`config.mk`:
```
export PLATFORM = sky130hd
export DESIGN_NAME = ccmh_top
export DESIGN_NICKNAME = d
export VERILOG_FILES = /design/src/pkg/ccmh_pkg.sv /design/src/rtl/ccmh_top.sv
export SDC_FILE = /design/constraint.sdc
export NUM_CORES = 1
export LEC_CHECK = 0
export BUFFER_PORTS_ARGS = -buffer_cell sky130_fd_sc_hd__clkbuf_2
export CAP_MARGIN = 15
export CORE_MARGIN = 2
export CORE_UTILIZATION = 60
export DETAILED_ROUTE_END_ITERATION = 10
export PLACE_DENSITY_LB_ADDON = 0.15
export REMOVE_ABC_BUFFERS = 1
export SLEW_MARGIN = 20
export SYNTH_ARGS = -nofsm -noshare
export SYNTH_HDL_FRONTEND = slang
export SYNTH_SLANG_ARGS = --single-unit
```
`constraint.sdc`:
```
create_clock -name clock -period 4.4 [get_ports clock]
set_clock_uncertainty 0.1 [all_clocks]
set_input_delay 1.1 -clock clock [delete_from_list [all_inputs] [get_ports clock]]
set_output_delay 1.1 -clock clock [all_outputs]
set_load 0.005 [all_outputs]
```
`src/pkg/ccmh_pkg.sv`:
```
/*
 * constants, field layouts and carrier types for the config-mode
 * command handler. assumes a 40 mhz system clock.
 */
package ccmh_pkg;

    // ****************************************
    // command bytes and register map
    // ****************************************
    localparam logic [7:0] HDR_WRITE = 8'hc0;
    localparam logic [7:0] HDR_READ = 8'hc1;
    localparam logic [7:0] HDR_TEMP = 8'hc2;
    localparam logic [7:0] ERR_BYTE = 8'hff;
    localparam logic [7:0] REG_ADDR_HI = 8'h00;
    localparam logic [7:0] REG_ADDR_LO = 8'h01;
    localparam logic [7:0] REG_SER_AIR = 8'h02;
    localparam logic [8:0] REG_COUNT = 9'h003;
    localparam logic [7:0] RST_ADDR_HI = 8'h00;
    localparam logic [7:0] RST_ADDR_LO = 8'h00;
    localparam logic [7:0] RST_SER_AIR = 8'h62;
    localparam logic [15:0] BCAST_ADDR = 16'hffff;

    // ****************************************
    // fields of the serial and air byte
    // ****************************************
    localparam int BAUD_MSB = 7;
    localparam int BAUD_LSB = 5;
    localparam int PAR_MSB = 4;
    localparam int PAR_LSB = 3;
    localparam int AIR_MSB = 2;
    localparam int AIR_LSB = 0;
    localparam logic [1:0] PAR_NONE = 2'h0;
    localparam logic [1:0] PAR_ALIAS = 2'h3;
    localparam logic [2:0] AIR_SLOWEST = 3'h2;
    localparam logic [16:0] BAUD_TAB [8] = '{17'h004b0, 17'h00960,
        17'h012c0, 17'h02580, 17'h04b00, 17'h09600, 17'h0e100, 17'h1c200};

    // ****************************************
    // modes
    // ****************************************
    localparam logic [1:0] MODE_NORMAL = 2'h0;
    localparam logic [1:0] MODE_WOR_TX = 2'h1;
    localparam logic [1:0] MODE_CONFIG = 2'h3;

    // ****************************************
    // timing
    // ****************************************
    localparam int CLK_HZ = 40_000_000;
    localparam int CFG_BAUD = 9600;
    localparam int SWITCH_TIME_US = 1000;
    localparam int RECONF_TIME_US = 100;
    localparam int SWITCH_CYC = (CLK_HZ / 1_000_000) * SWITCH_TIME_US;
    localparam int RECONF_CYC = (CLK_HZ / 1_000_000) * RECONF_TIME_US;
    localparam int BIT_CYC = (CLK_HZ + CFG_BAUD / 2) / CFG_BAUD;
    localparam logic [3:0] FRAME_BITS = 4'ha;
    localparam logic [3:0] STOP_BIT = 4'h9;

    // parameter bank carrier
    typedef struct packed {
        logic [7:0] addr_hi;
        logic [7:0] addr_lo;
        logic [7:0] ser_air;
    } ccmh_cfg_s;

    localparam ccmh_cfg_s CFG_RST = '{RST_ADDR_HI, RST_ADDR_LO, RST_SER_AIR};

endpackage : ccmh_pkg

```
`src/rtl/ccmh_top.sv`:
```
/*
 * config-mode command handler: mode pins, 9600 8N1 uart, command parser,
 * working and retained parameter banks, busy indicator.
 * assumes pins synchronous to clock and a radio datapath that reports
 * pending transfers on xfer_pending.
 */
`timescale 1ns/1ps
module ccmh_top #(
    parameter int BIT_CYCLES = ccmh_pkg::BIT_CYC,
    parameter int SWITCH_CYCLES = ccmh_pkg::SWITCH_CYC,
    parameter int RECONF_CYCLES = ccmh_pkg::RECONF_CYC
) (
    // clock and reset
    input wire logic clock,
    input wire logic sys_rst,
    // mode pins and radio status
    input wire logic mode_select_low,
    input wire logic mode_select_high,
    input wire logic xfer_pending,
    // serial pins and busy indicator
    input wire logic uart_rxd,
    output logic uart_txd,
    output logic aux_ready,
    // applied settings towards radio and uart, retained bank
    output logic [1:0] cur_mode,
    output logic radio_tx_en,
    output logic radio_rx_en,
    output logic [16:0] uart_baud,
    output logic [1:0] uart_parity,
    output logic [2:0] air_rate_sel,
    output logic [15:0] node_address,
    output logic addr_filter_en,
    output ccmh_pkg::ccmh_cfg_s retained_cfg
);
    import ccmh_pkg::*;

    typedef enum logic [2:0] {P_HDR, P_ADDR, P_LEN, P_DATA, P_REPLY} ccmh_st_e;

    function automatic logic [7:0] reg_get(ccmh_cfg_s c, logic [7:0] a);
        case (a)
            REG_ADDR_HI: reg_get = c.addr_hi;
            REG_ADDR_LO: reg_get = c.addr_lo;
            REG_SER_AIR: reg_get = c.ser_air;
            default: reg_get = 8'h00;
        endcase
    endfunction : reg_get

    localparam logic [15:0] BIT_M1 = 16'(BIT_CYCLES - 1);
    localparam logic [15:0] BIT_HALF = 16'(BIT_CYCLES / 2);
    localparam logic [15:0] SW_M1 = 16'(SWITCH_CYCLES - 1);
    localparam logic [15:0] RC_M1 = 16'(RECONF_CYCLES - 1);

    // ****************************************
    // state
    // ****************************************
    logic [1:0] mode_r, mode_nxt;
    logic [15:0] sw_cnt_r, sw_cnt_nxt, rc_cnt_r, rc_cnt_nxt;
    logic reconf_r, reconf_nxt, aux_r, aux_nxt;
    logic rx_act_r, rx_act_nxt, rx_vld_r, rx_vld_nxt;
    logic [15:0] rx_cnt_r, rx_cnt_nxt, tx_cnt_r, tx_cnt_nxt;
    logic [3:0] rx_bit_r, rx_bit_nxt, tx_left_r, tx_left_nxt;
    logic [7:0] rx_sh_r, rx_sh_nxt;
    logic [9:0] tx_sh_r, tx_sh_nxt;
    ccmh_st_e st_r, st_nxt;
    logic [7:0] hdr_r, hdr_nxt, addr_r, addr_nxt, len_r, len_nxt;
    logic [7:0] idx_r, idx_nxt, tx_byte;
    logic err_r, err_nxt, tx_go;
    logic [7:0] wbuf_r [3];
    logic [7:0] wbuf_nxt [3];
    ccmh_cfg_s work_r, work_nxt, ret_r, ret_nxt, act_r, act_nxt;
    logic [1:0] pin_mode;
    logic idle;
    logic [8:0] span;

    assign pin_mode = {mode_select_high, mode_select_low};
    assign idle = !xfer_pending && st_r != P_REPLY && tx_left_r == 4'h0
        && !rx_act_r && !reconf_r;

    // ****************************************
    // mode switching and reconfiguration
    // ****************************************
    always_comb begin
        mode_nxt = mode_r;
        sw_cnt_nxt = 16'h0000;
        reconf_nxt = reconf_r;
        rc_cnt_nxt = rc_cnt_r;
        act_nxt = act_r;
        if (pin_mode != mode_r && idle) begin
            sw_cnt_nxt = sw_cnt_r + 16'h0001;
            if (sw_cnt_r == SW_M1) begin
                sw_cnt_nxt = 16'h0000;
                mode_nxt = pin_mode;
                if (mode_r == MODE_CONFIG) begin
                    reconf_nxt = 1'b1;
                    rc_cnt_nxt = 16'h0000;
                end
            end
        end
        if (reconf_r) begin
            rc_cnt_nxt = rc_cnt_r + 16'h0001;
            if (rc_cnt_r == RC_M1) begin
                reconf_nxt = 1'b0;
                act_nxt = work_r;
            end
        end
        aux_nxt = !(reconf_nxt || xfer_pending || st_nxt == P_REPLY
            || tx_go || tx_left_r > 4'h1);
    end

    // ****************************************
    // uart receiver, fixed format
    // ****************************************
    always_comb begin
        rx_act_nxt = rx_act_r;
        rx_cnt_nxt = rx_cnt_r;
        rx_bit_nxt = rx_bit_r;
        rx_sh_nxt = rx_sh_r;
        rx_vld_nxt = 1'b0;
        if (!rx_act_r) begin
            if (mode_r == MODE_CONFIG && !uart_rxd) begin
                rx_act_nxt = 1'b1;
                rx_cnt_nxt = BIT_HALF;
                rx_bit_nxt = 4'h0;
            end
        end else if (rx_cnt_r != 16'h0000) begin
            rx_cnt_nxt = rx_cnt_r - 16'h0001;
        end else begin
            rx_cnt_nxt = BIT_M1;
            rx_bit_nxt = rx_bit_r + 4'h1;
            if (rx_bit_r == 4'h0) begin
                rx_act_nxt = !uart_rxd; // glitch, not a start bit
            end else if (rx_bit_r < STOP_BIT) begin
                rx_sh_nxt = {uart_rxd, rx_sh_r[7:1]};
            end else begin
                rx_act_nxt = 1'b0;
                rx_vld_nxt = uart_rxd; // framing error drops byte
            end
        end
    end

    // ****************************************
    // uart transmitter
    // ****************************************
    always_comb begin
        tx_sh_nxt = tx_sh_r;
        tx_cnt_nxt = tx_cnt_r;
        tx_left_nxt = tx_left_r;
        if (tx_go) begin
            tx_sh_nxt = {1'b1, tx_byte, 1'b0};
            tx_left_nxt = FRAME_BITS;
            tx_cnt_nxt = BIT_M1;
        end else if (tx_left_r != 4'h0) begin
            if (tx_cnt_r == 16'h0000) begin
                tx_sh_nxt = {1'b1, tx_sh_r[9:1]};
                tx_left_nxt = tx_left_r - 4'h1;
                tx_cnt_nxt = BIT_M1;
            end else begin
                tx_cnt_nxt = tx_cnt_r - 16'h0001;
            end
        end
    end

    // ****************************************
    // command parser and parameter banks
    // ****************************************
    always_comb begin
        st_nxt = st_r;
        hdr_nxt = hdr_r;
        addr_nxt = addr_r;
        len_nxt = len_r;
        idx_nxt = idx_r;
        err_nxt = err_r;
        wbuf_nxt = wbuf_r;
        work_nxt = work_r;
        ret_nxt = ret_r;
        tx_go = 1'b0;
        tx_byte = ERR_BYTE;
        span = {1'b0, addr_r} + {1'b0, rx_sh_r};
        case (st_r)
            P_HDR: if (rx_vld_r) begin
                idx_nxt = 8'h00;
                err_nxt = !(rx_sh_r == HDR_WRITE || rx_sh_r == HDR_READ
                    || rx_sh_r == HDR_TEMP);
                hdr_nxt = rx_sh_r;
                st_nxt = err_nxt ? P_REPLY : P_ADDR;
            end
            P_ADDR: if (rx_vld_r) begin
                addr_nxt = rx_sh_r;
                st_nxt = P_LEN;
            end
            P_LEN: if (rx_vld_r) begin
                len_nxt = rx_sh_r;
                err_nxt = rx_sh_r == 8'h00 || span > REG_COUNT;
                st_nxt = (err_nxt || hdr_r == HDR_READ) ? P_REPLY : P_DATA;
            end
            P_DATA: if (rx_vld_r) begin
                wbuf_nxt[2'(addr_r + idx_r)] = rx_sh_r;
                idx_nxt = idx_r + 8'h01;
                if (idx_nxt == len_r) begin
                    idx_nxt = 8'h00;
                    st_nxt = P_REPLY;
                    for (int i = 0; i < 3; i++) begin
                        if (i >= int'(addr_r) && i < int'(addr_r) + int'(len_r))
                        begin
                            case (8'(i))
                                REG_ADDR_HI: work_nxt.addr_hi = wbuf_nxt[i];
                                REG_ADDR_LO: work_nxt.addr_lo = wbuf_nxt[i];
                                default: work_nxt.ser_air = wbuf_nxt[i];
                            endcase
                        end
                    end
                    if (hdr_r == HDR_WRITE) begin
                        ret_nxt = work_nxt;
                    end // temporary write leaves ret alone
                end
            end
            P_REPLY: if (tx_left_r == 4'h0) begin
                tx_go = 1'b1;
                if (!err_r) begin
                    case (idx_r)
                        8'h00: tx_byte = HDR_READ;
                        8'h01: tx_byte = addr_r;
                        8'h02: tx_byte = len_r;
                        default: tx_byte = reg_get(work_r,
                            addr_r + idx_r - 8'h03);
                    endcase
                end
                idx_nxt = idx_r + 8'h01;
                if (idx_r == (err_r ? 8'h02 : len_r + 8'h02)) begin
                    st_nxt = P_HDR;
                end
            end
            default: st_nxt = P_HDR;
        endcase
        if (mode_r != MODE_CONFIG) begin
            st_nxt = P_HDR; // frames do not survive a mode change
        end
    end

    // ****************************************
    // registers
    // ****************************************
    always_ff @(posedge clock) begin
        if (sys_rst) begin
            mode_r <= MODE_CONFIG;
            sw_cnt_r <= 16'h0000;
            rc_cnt_r <= 16'h0000;
            reconf_r <= 1'b0;
            aux_r <= 1'b0;
            act_r <= CFG_RST;
            work_r <= CFG_RST;
            ret_r <= CFG_RST;
            rx_act_r <= 1'b0;
            rx_vld_r <= 1'b0;
            rx_cnt_r <= 16'h0000;
            rx_bit_r <= 4'h0;
            rx_sh_r <= 8'h00;
            tx_sh_r <= 10'h3ff;
            tx_cnt_r <= 16'h0000;
            tx_left_r <= 4'h0;
            st_r <= P_HDR;
            hdr_r <= 8'h00;
            addr_r <= 8'h00;
            len_r <= 8'h00;
            idx_r <= 8'h00;
            err_r <= 1'b0;
            wbuf_r <= '{8'h00, 8'h00, 8'h00};
        end else begin
            mode_r <= mode_nxt;
            sw_cnt_r <= sw_cnt_nxt;
            rc_cnt_r <= rc_cnt_nxt;
            reconf_r <= reconf_nxt;
            aux_r <= aux_nxt;
            act_r <= act_nxt;
            work_r <= work_nxt;
            ret_r <= ret_nxt;
            rx_act_r <= rx_act_nxt;
            rx_vld_r <= rx_vld_nxt;
            rx_cnt_r <= rx_cnt_nxt;
            rx_bit_r <= rx_bit_nxt;
            rx_sh_r <= rx_sh_nxt;
            tx_sh_r <= tx_sh_nxt;
            tx_cnt_r <= tx_cnt_nxt;
            tx_left_r <= tx_left_nxt;
            st_r <= st_nxt;
            hdr_r <= hdr_nxt;
            addr_r <= addr_nxt;
            len_r <= len_nxt;
            idx_r <= idx_nxt;
            err_r <= err_nxt;
            wbuf_r <= wbuf_nxt;
        end
    end

    // ****************************************
    // outputs from serial, busy and mode state, applied settings and retained bank
    // ****************************************
    assign uart_txd = tx_sh_r[0];
    assign aux_ready = aux_r;
    assign cur_mode = mode_r;
    assign radio_rx_en = mode_r != MODE_CONFIG;
    assign radio_tx_en = mode_r == MODE_NORMAL || mode_r == MODE_WOR_TX;
    assign uart_baud = BAUD_TAB[act_r.ser_air[BAUD_MSB:BAUD_LSB]];
    assign uart_parity = act_r.ser_air[PAR_MSB:PAR_LSB] == PAR_ALIAS
        ? PAR_NONE : act_r.ser_air[PAR_MSB:PAR_LSB];
    assign air_rate_sel = act_r.ser_air[AIR_MSB:AIR_LSB] < AIR_SLOWEST
        ? AIR_SLOWEST : act_r.ser_air[AIR_MSB:AIR_LSB];
    assign node_address = {act_r.addr_hi, act_r.addr_lo};
    assign addr_filter_en = node_address != BCAST_ADDR;
    assign retained_cfg = ret_r;
endmodule : ccmh_top

```
==> metrics, run 1 <==
post-DP HPWL 20400 µm; vias per cell 6.07; die area 21300 µm²; Inst Count DP 1717; vias in the first global route 10014; count leader, synth dfxtp_1; VDD IR max 0.302 mV; GRT overflow 0; largest area contributor in the netlist dfxtp_1; top-area cell type share of the netlist area 37.5%; global-route wire length before repair 50500 µm; synthesized area per cell 8.21 µm²; GP Congestion 0.871; CTS tree done; total number of vias 10663; Chip Height 146 µm; Root Buffer clkbuf_16; total of max-cap violations 0; fin crit period 3600 ps; mapped cell area 12100 µm²; Layout Cells excl Fill 1757; Mapped Cells 1475; worst slew pin tran 992 ps; EDFF count, synth 0; antenna violations before repair 0; met2 WL 14100 µm; Pre-antenna DRT Iters 5; Area Growth Syn to Fin 9.11%; Top Layer Used met4; Design Power 5.06 mW; min-delay worst type reg -> reg; sum of negative setup slack 0 ps; Leak 5.13 nW; Relative slew margins 33.3%; share of layout cells above drive strength 1 11.3%; port bufs 70; CP max FO 24; Data required, critical path 4740 ps; Max Fclk 0.278 GHz; DRC violations left 0; row count 51; status finished clean; Max clock buf depth 3; number of CTS-inserted buffers 25; Nets 1531; library cells used by synthesis 75; I/O Pins 75; sequential fraction of the synthesis area 37.5%; Area contributors post-synth dfxtp_1 (38%), nor2_1 (6.0%), nand2_1 (5.2%); type of the worst setup path reg -> reg; Chip Width 146 µm; critical path launch point type flop; DR iter-0 viols 847; CP Data Arrival Time 3930 ps; post-CTS sizing 0; RSZ-0062 raised after global routing no; Final Setup Violations 0; H-tree depth 1; aggregate routed wire length 30300 µm; Core Area 19700 µm²; Routed WL per cell 17.2 µm; CTS Sinks 227; # diodes 0; Starting Density 61.6%; top cells by count, synth dfxtp_1 (227), nor2_1 (195), nand2_1 (169), a21oi_1 (107), clkbuf_1 (66); Slew Limit Fails 0; CP Capture Type flop; Main synth FF type dfxtp_1; final-report hold violation count 0; clock slew at reported path FFs 60 ps; Synth Register Bits 227; cts hold-fix bufs 0; routed length on met3 1650 µm; Setup Buffers After CTS 0; M1 wire length 13800 µm; Power Density 383 nW/µm²; fin crit share 81.7%; Routed Antenna Nets 0; clock latency on the worst-skew pair 510 ps; largest net degree at the start of global routing 114; Synth warnings 0; ys async rst share 0%; overall routing resource usage 28.0%
flip-flops by register name, indices dropped and copies added (netlist names), 16 cells and up:
| register | cells |
|---|---|
| work_r | 24 |
| tx_cnt_r | 16 |
| sw_cnt_r | 16 |
| rc_cnt_r | 16 |
| wbuf_r | 24 |
| node_address | 16 |
| retained_cfg | 24 |
| rx_cnt_r | 16 |
critical path, cell delays in order (launching register included):
cell      delay [ps]
dfxtp_1          530
ha_1             350
nand3_4          130
or3_4            410
a211oi_2         270
o211ai_2         180
or4_1            940
a221o_1          430
a21oi_1          160
cell usage in the layout (no fill, tap or decap), drive strengths merged, types with 13 or more instances in the layout:
cell / Yosys / layout
nor3: 50 / 50
inv: 33 / 33
a21oi: 107 / 107
nor4: 20 / 20
buf: 47 / 18
xnor2: 35 / 35
and3: 13 / 13
o21ai: 47 / 47
xor2: 25 / 25
o32ai: 17 / 17
nand2: 169 / 169
nand3: 43 / 43
nor2: 195 / 195
clkbuf: 66 / 104
a211oi: 23 / 23
mux2i: 40 / 40
nor2b: 38 / 38
dfxtp: 227 / 227
ha: 43 / 43
mux2: 30 / 30
metal layers:
layer | track usage [%] | vias to the layer above
met2 | 46.3 | 298
met5 | 0 | -
met4 | 7.96 | 0
met3 | 3.28 | 51
met1 | 38.7 | 5074
li1 | - | 5240
cell families after synthesis:
family	after synthesis	synth area share (%)
AND/OR/NAND/NOR	600	23.5
other	1	0.0310
adder cells (fa/ha/maj)	46	4.94
buffers and inverters	146	5.44
flip-flops	227	37.5
XOR/XNOR	60	4.34
multiplexers	70	6.10
AO/OA/AOI/OAI	325	18.1
power breakdown:
group / internal [mW] / switching, mW
Clock: 1.23 / 0.815
Combinational: 0.299 / 0.469
Sequential: 2.16 / 0.0878
Total: 3.69 / 1.37
metrics by stage:
step / hold WS [ps] / setup slack [ps] / util, % / cell area (µm²)
6_report: 354 / 805 / 67.2 / 13200
5_1_grt: 366 / 531 / 67.2 / 13200
4_1_cts: 352 / 809 / 67.2 / 13200
3_5_place_dp: 344 / 827 / 63.2 / 12400
3_3_place_gp: 340 / 948 / 63.2 / 12400
2_1_floorplan: 325 / 391 / - / 11600
final timing paths:
check / start / endpoint / slack [ps] / depth (start not counted)
max: idx_r[1] / retained_cfg[17] / 800 / 8
min: wbuf_r[21] / wbuf_r[21] / 350 / 2
max reg2reg: idx_r[1] / retained_cfg[17] / 800 / 8
min reg2reg: wbuf_r[21] / wbuf_r[21] / 350 / 2
layout make-up:
cell class | instances | area (µm²)
clock buffers | 35 | 713
inverters | 33 | 124
flip-flops and latches | 227 | 4540
well taps | 265 | 332
repair buffers | 87 | 497
clock inverters | 5 | 81.3
multi-input cells | 1105 | 6920
fillers | 1719 | 6440
Note: power is estimated with default switching activity, not from simulation.
==> run 2, diff against run 1 <==
- ABC_AREA: default -> 1
- clock period: 4.4 -> 3.4 ns (I/O delays scaled with it)
==> run 2 against run 1 <==
Area after synthesis increased by 2.8%. Worst hold slack worse by 6.9 ps. Clock power grew 36%. Maximum frequency grew 23%. Critical path type unchanged. Largest power group unchanged.
==> metrics, run 2 <==
VDD IR max 0.367 mV; mux share of post-synthesis cell area 0%; Finished Cell Area 13700 µm²; WHS 347 ps; cts hold-fix bufs 0; most common cell after layout, fill and taps aside nand2_1; Worst Hold Launch wbuf_r[23]; Root Buffer clkbuf_16; CP Cell Sequence ha_1, fa_1, nand3_1, nand2_1, xnor2_1, nand3_1, nor2_2, nand2_1, nand2_1, o21ai_0, o21ai_1, inv_1; overall routing resource usage 29.6%; mapped cell area 12400 µm²; Chip Width 148 µm; DRC violations left 0; vias in the first global route 10668; fin crit share 86.0%; Synth Register Bits 227; CP Capture Type flop; global-route wire length before repair 53600 µm; Area Growth Syn to Fin 10.1%; Setup Buffers After CTS 0; Routed WL per cell 15.2 µm; library cells used by synthesis 51; hold endpoint wbuf_r[23]; Slew Limit Fails 0; row count 52; vias per cell 5.63; CTS Sinks 227; Post-Synth Simple-Gate Area 29.1%; Pre-antenna DRT Iters 7; synthesized area per cell 6.78 µm²; Final Setup Violations 0; number of CTS-inserted buffers 25; largest area contributor in the netlist dfxtp_1; antenna violations before repair 0; CTS tree done; critical path launch point type flop; aggregate routed wire length 32900 µm; Max stage delay on crit path 430 ps; worst reg-to-reg path cell count 12; H-tree depth 1; clock latency on the worst-skew pair 530 ps; Nets 1922; clock slew at reported path FFs 60 ps; # diodes 0; top cells by count, synth nand2_1 (395), inv_1 (235), dfxtp_1 (227), nor2_1 (184), a21oi_1 (163); largest family of logic cells by synthesized area simple AND/OR/NAND/NOR gates; total number of vias 12152; share of layout cells above drive strength 1 8.37%; Worst path most repeated cell nand2_1; Main synth FF type dfxtp_1; DR iter-0 viols 918; total of max-cap violations 0; NetSw 1.84 mW; multi-input combinational cell area 6570 µm²; post-CTS sizing 0; final-report hold violation count 0; ys async rst share 0%; Core Area 20300 µm²; pre-CTS setup slack 551 ps; GRT overflow 0; hold depth 2; Leak 5.98 nW; Net Sw Frac 27.7%; Power Density 485 nW/µm²; largest net degree at the start of global routing 59; Data required, critical path 3720 ps; post-DP HPWL 23900 µm; type of the worst setup path reg -> reg; port bufs 70; status finished clean; sum of negative setup slack 0 ps; RSZ-0062 raised after global routing no; DP Area 12900 µm²; register area 4540 µm²; I/O Pins 75; EDFF count, synth 0; count leader, synth nand2_1; CP max FO 16; reg-to-reg setup timing slack 480 ps; Internal Power 4.80 mW; min-delay worst type reg -> reg; Synth warnings 0; Area contributors post-synth dfxtp_1 (37%), nand2_1 (12%), inv_1 (7.1%); clock share of power 41.9%; Comb pwr share 14.4%; Final WS setup 477 ps; Routed Antenna Nets 0; Max clock buf depth 3; compound-gate portion of the synthesized area 16.7%; Relative slew margins 41.0%; Seq pwr share 43.7%; sequential fraction of the synthesis area 36.5%; GP Congestion 0.985; Mapped Cells 1836; die area 21900 µm²; Layout Cells excl Fill 2158; fin crit period 2920 ps; Chip Height 148 µm; R2R Path End work_r[13]; CP max stage cell fa_1; CP Data Arrival Time 3240 ps; top-area cell type share of the netlist area 36.5%; Starting Density 61.3%; worst slew pin tran 884 ps; Max Fclk 0.342 GHz; fillers 1793; Post-Synth Adder-Cell Area 4.80%; Inst Count DP 2113; XOR/XNOR Fraction of Synth Area 2.04%; most frequent cells in the layout nand2_1 (395), inv_1 (234), dfxtp_1 (227); r2r startpoint addr_r[0]
==> run 2: metrics by stage <==
stage / power (mW) / utilization (%)
6_report: 6.64 / 67.5
5_1_grt: 6.94 / 67.5
4_1_cts: 6.67 / 67.5
3_5_place_dp: 3.90 / 63.3
3_3_place_gp: 3.87 / 63.3
2_1_floorplan: 3.66 / -
==> run 2: layer usage <==
metal | wire length [µm] | share of wire [%] | global-route usage (%) | vias to the layer above
met1 | 15400 | 47 | 43.4 | 5580
li1 | - | - | - | 6110
met2 | 14200 | 43 | 46.0 | 409
met5 | 0 | 0 | 0 | -
met4 | 826 | 2.5 | 7.62 | 0
met3 | 2370 | 7.2 | 4.14 | 53
==> run 2: logic make-up (layout without fill, tap and decap cells) <==
logic type,count (synthesis),in the layout
buffers and inverters,326,375
adders and majority gates,46,46
other,1,4
AOI/OAI and AO/OA,380,380
and+or+nand+nor,827,827
DFF,227,227
xor gates and xnor gates,29,29
==> run 2: worst max-delay path by stage <==
stage                     startpoint                to  slack [ps]  cells past startpoint
after floorplan              sys_rst      sw_cnt_r[10]         370                      5
after global placement       sys_rst      sw_cnt_r[14]         650                      6
after detailed placement   addr_r[0]        work_r[13]         550                     12
after CTS                  addr_r[0]  retained_cfg[10]         530                     12
after global routing       addr_r[0]  retained_cfg[11]         200                     13
final                      addr_r[0]        work_r[13]         480                     12
==> run 2: power by group through the flow <==
stage	Sequential, mW	Combinational, mW	Clock [mW]
2_1_floorplan	2.93	0.733	0
3_3_place_gp	2.95	0.916	0
3_5_place_dp	2.96	0.945	0
4_1_cts	2.90	0.949	2.82
5_1_grt	2.92	1.09	2.93
6_report	2.90	0.954	2.79
==> run 2: layout make-up <==
type | instances | area share (%)
repair buffers | 88 | 3.65
clock inverters | 11 | 0.995
inverters | 242 | 6.63
multi-input cells | 1286 | 47.9
well taps | 270 | 2.46
clock buffers | 34 | 5.18
flip-flops and latches | 227 | 33.2
==> run 2: worst max-delay path: cells and delay by family (launching register included) <==
kind,cells,cell delay [ps]
and+or+nand+nor,6,970
adders and majority gates,2,710
DFF,1,390
AOI/OAI and AO/OA,2,390
xor gates and xnor gates,1,210
buffers and inverters,1,50
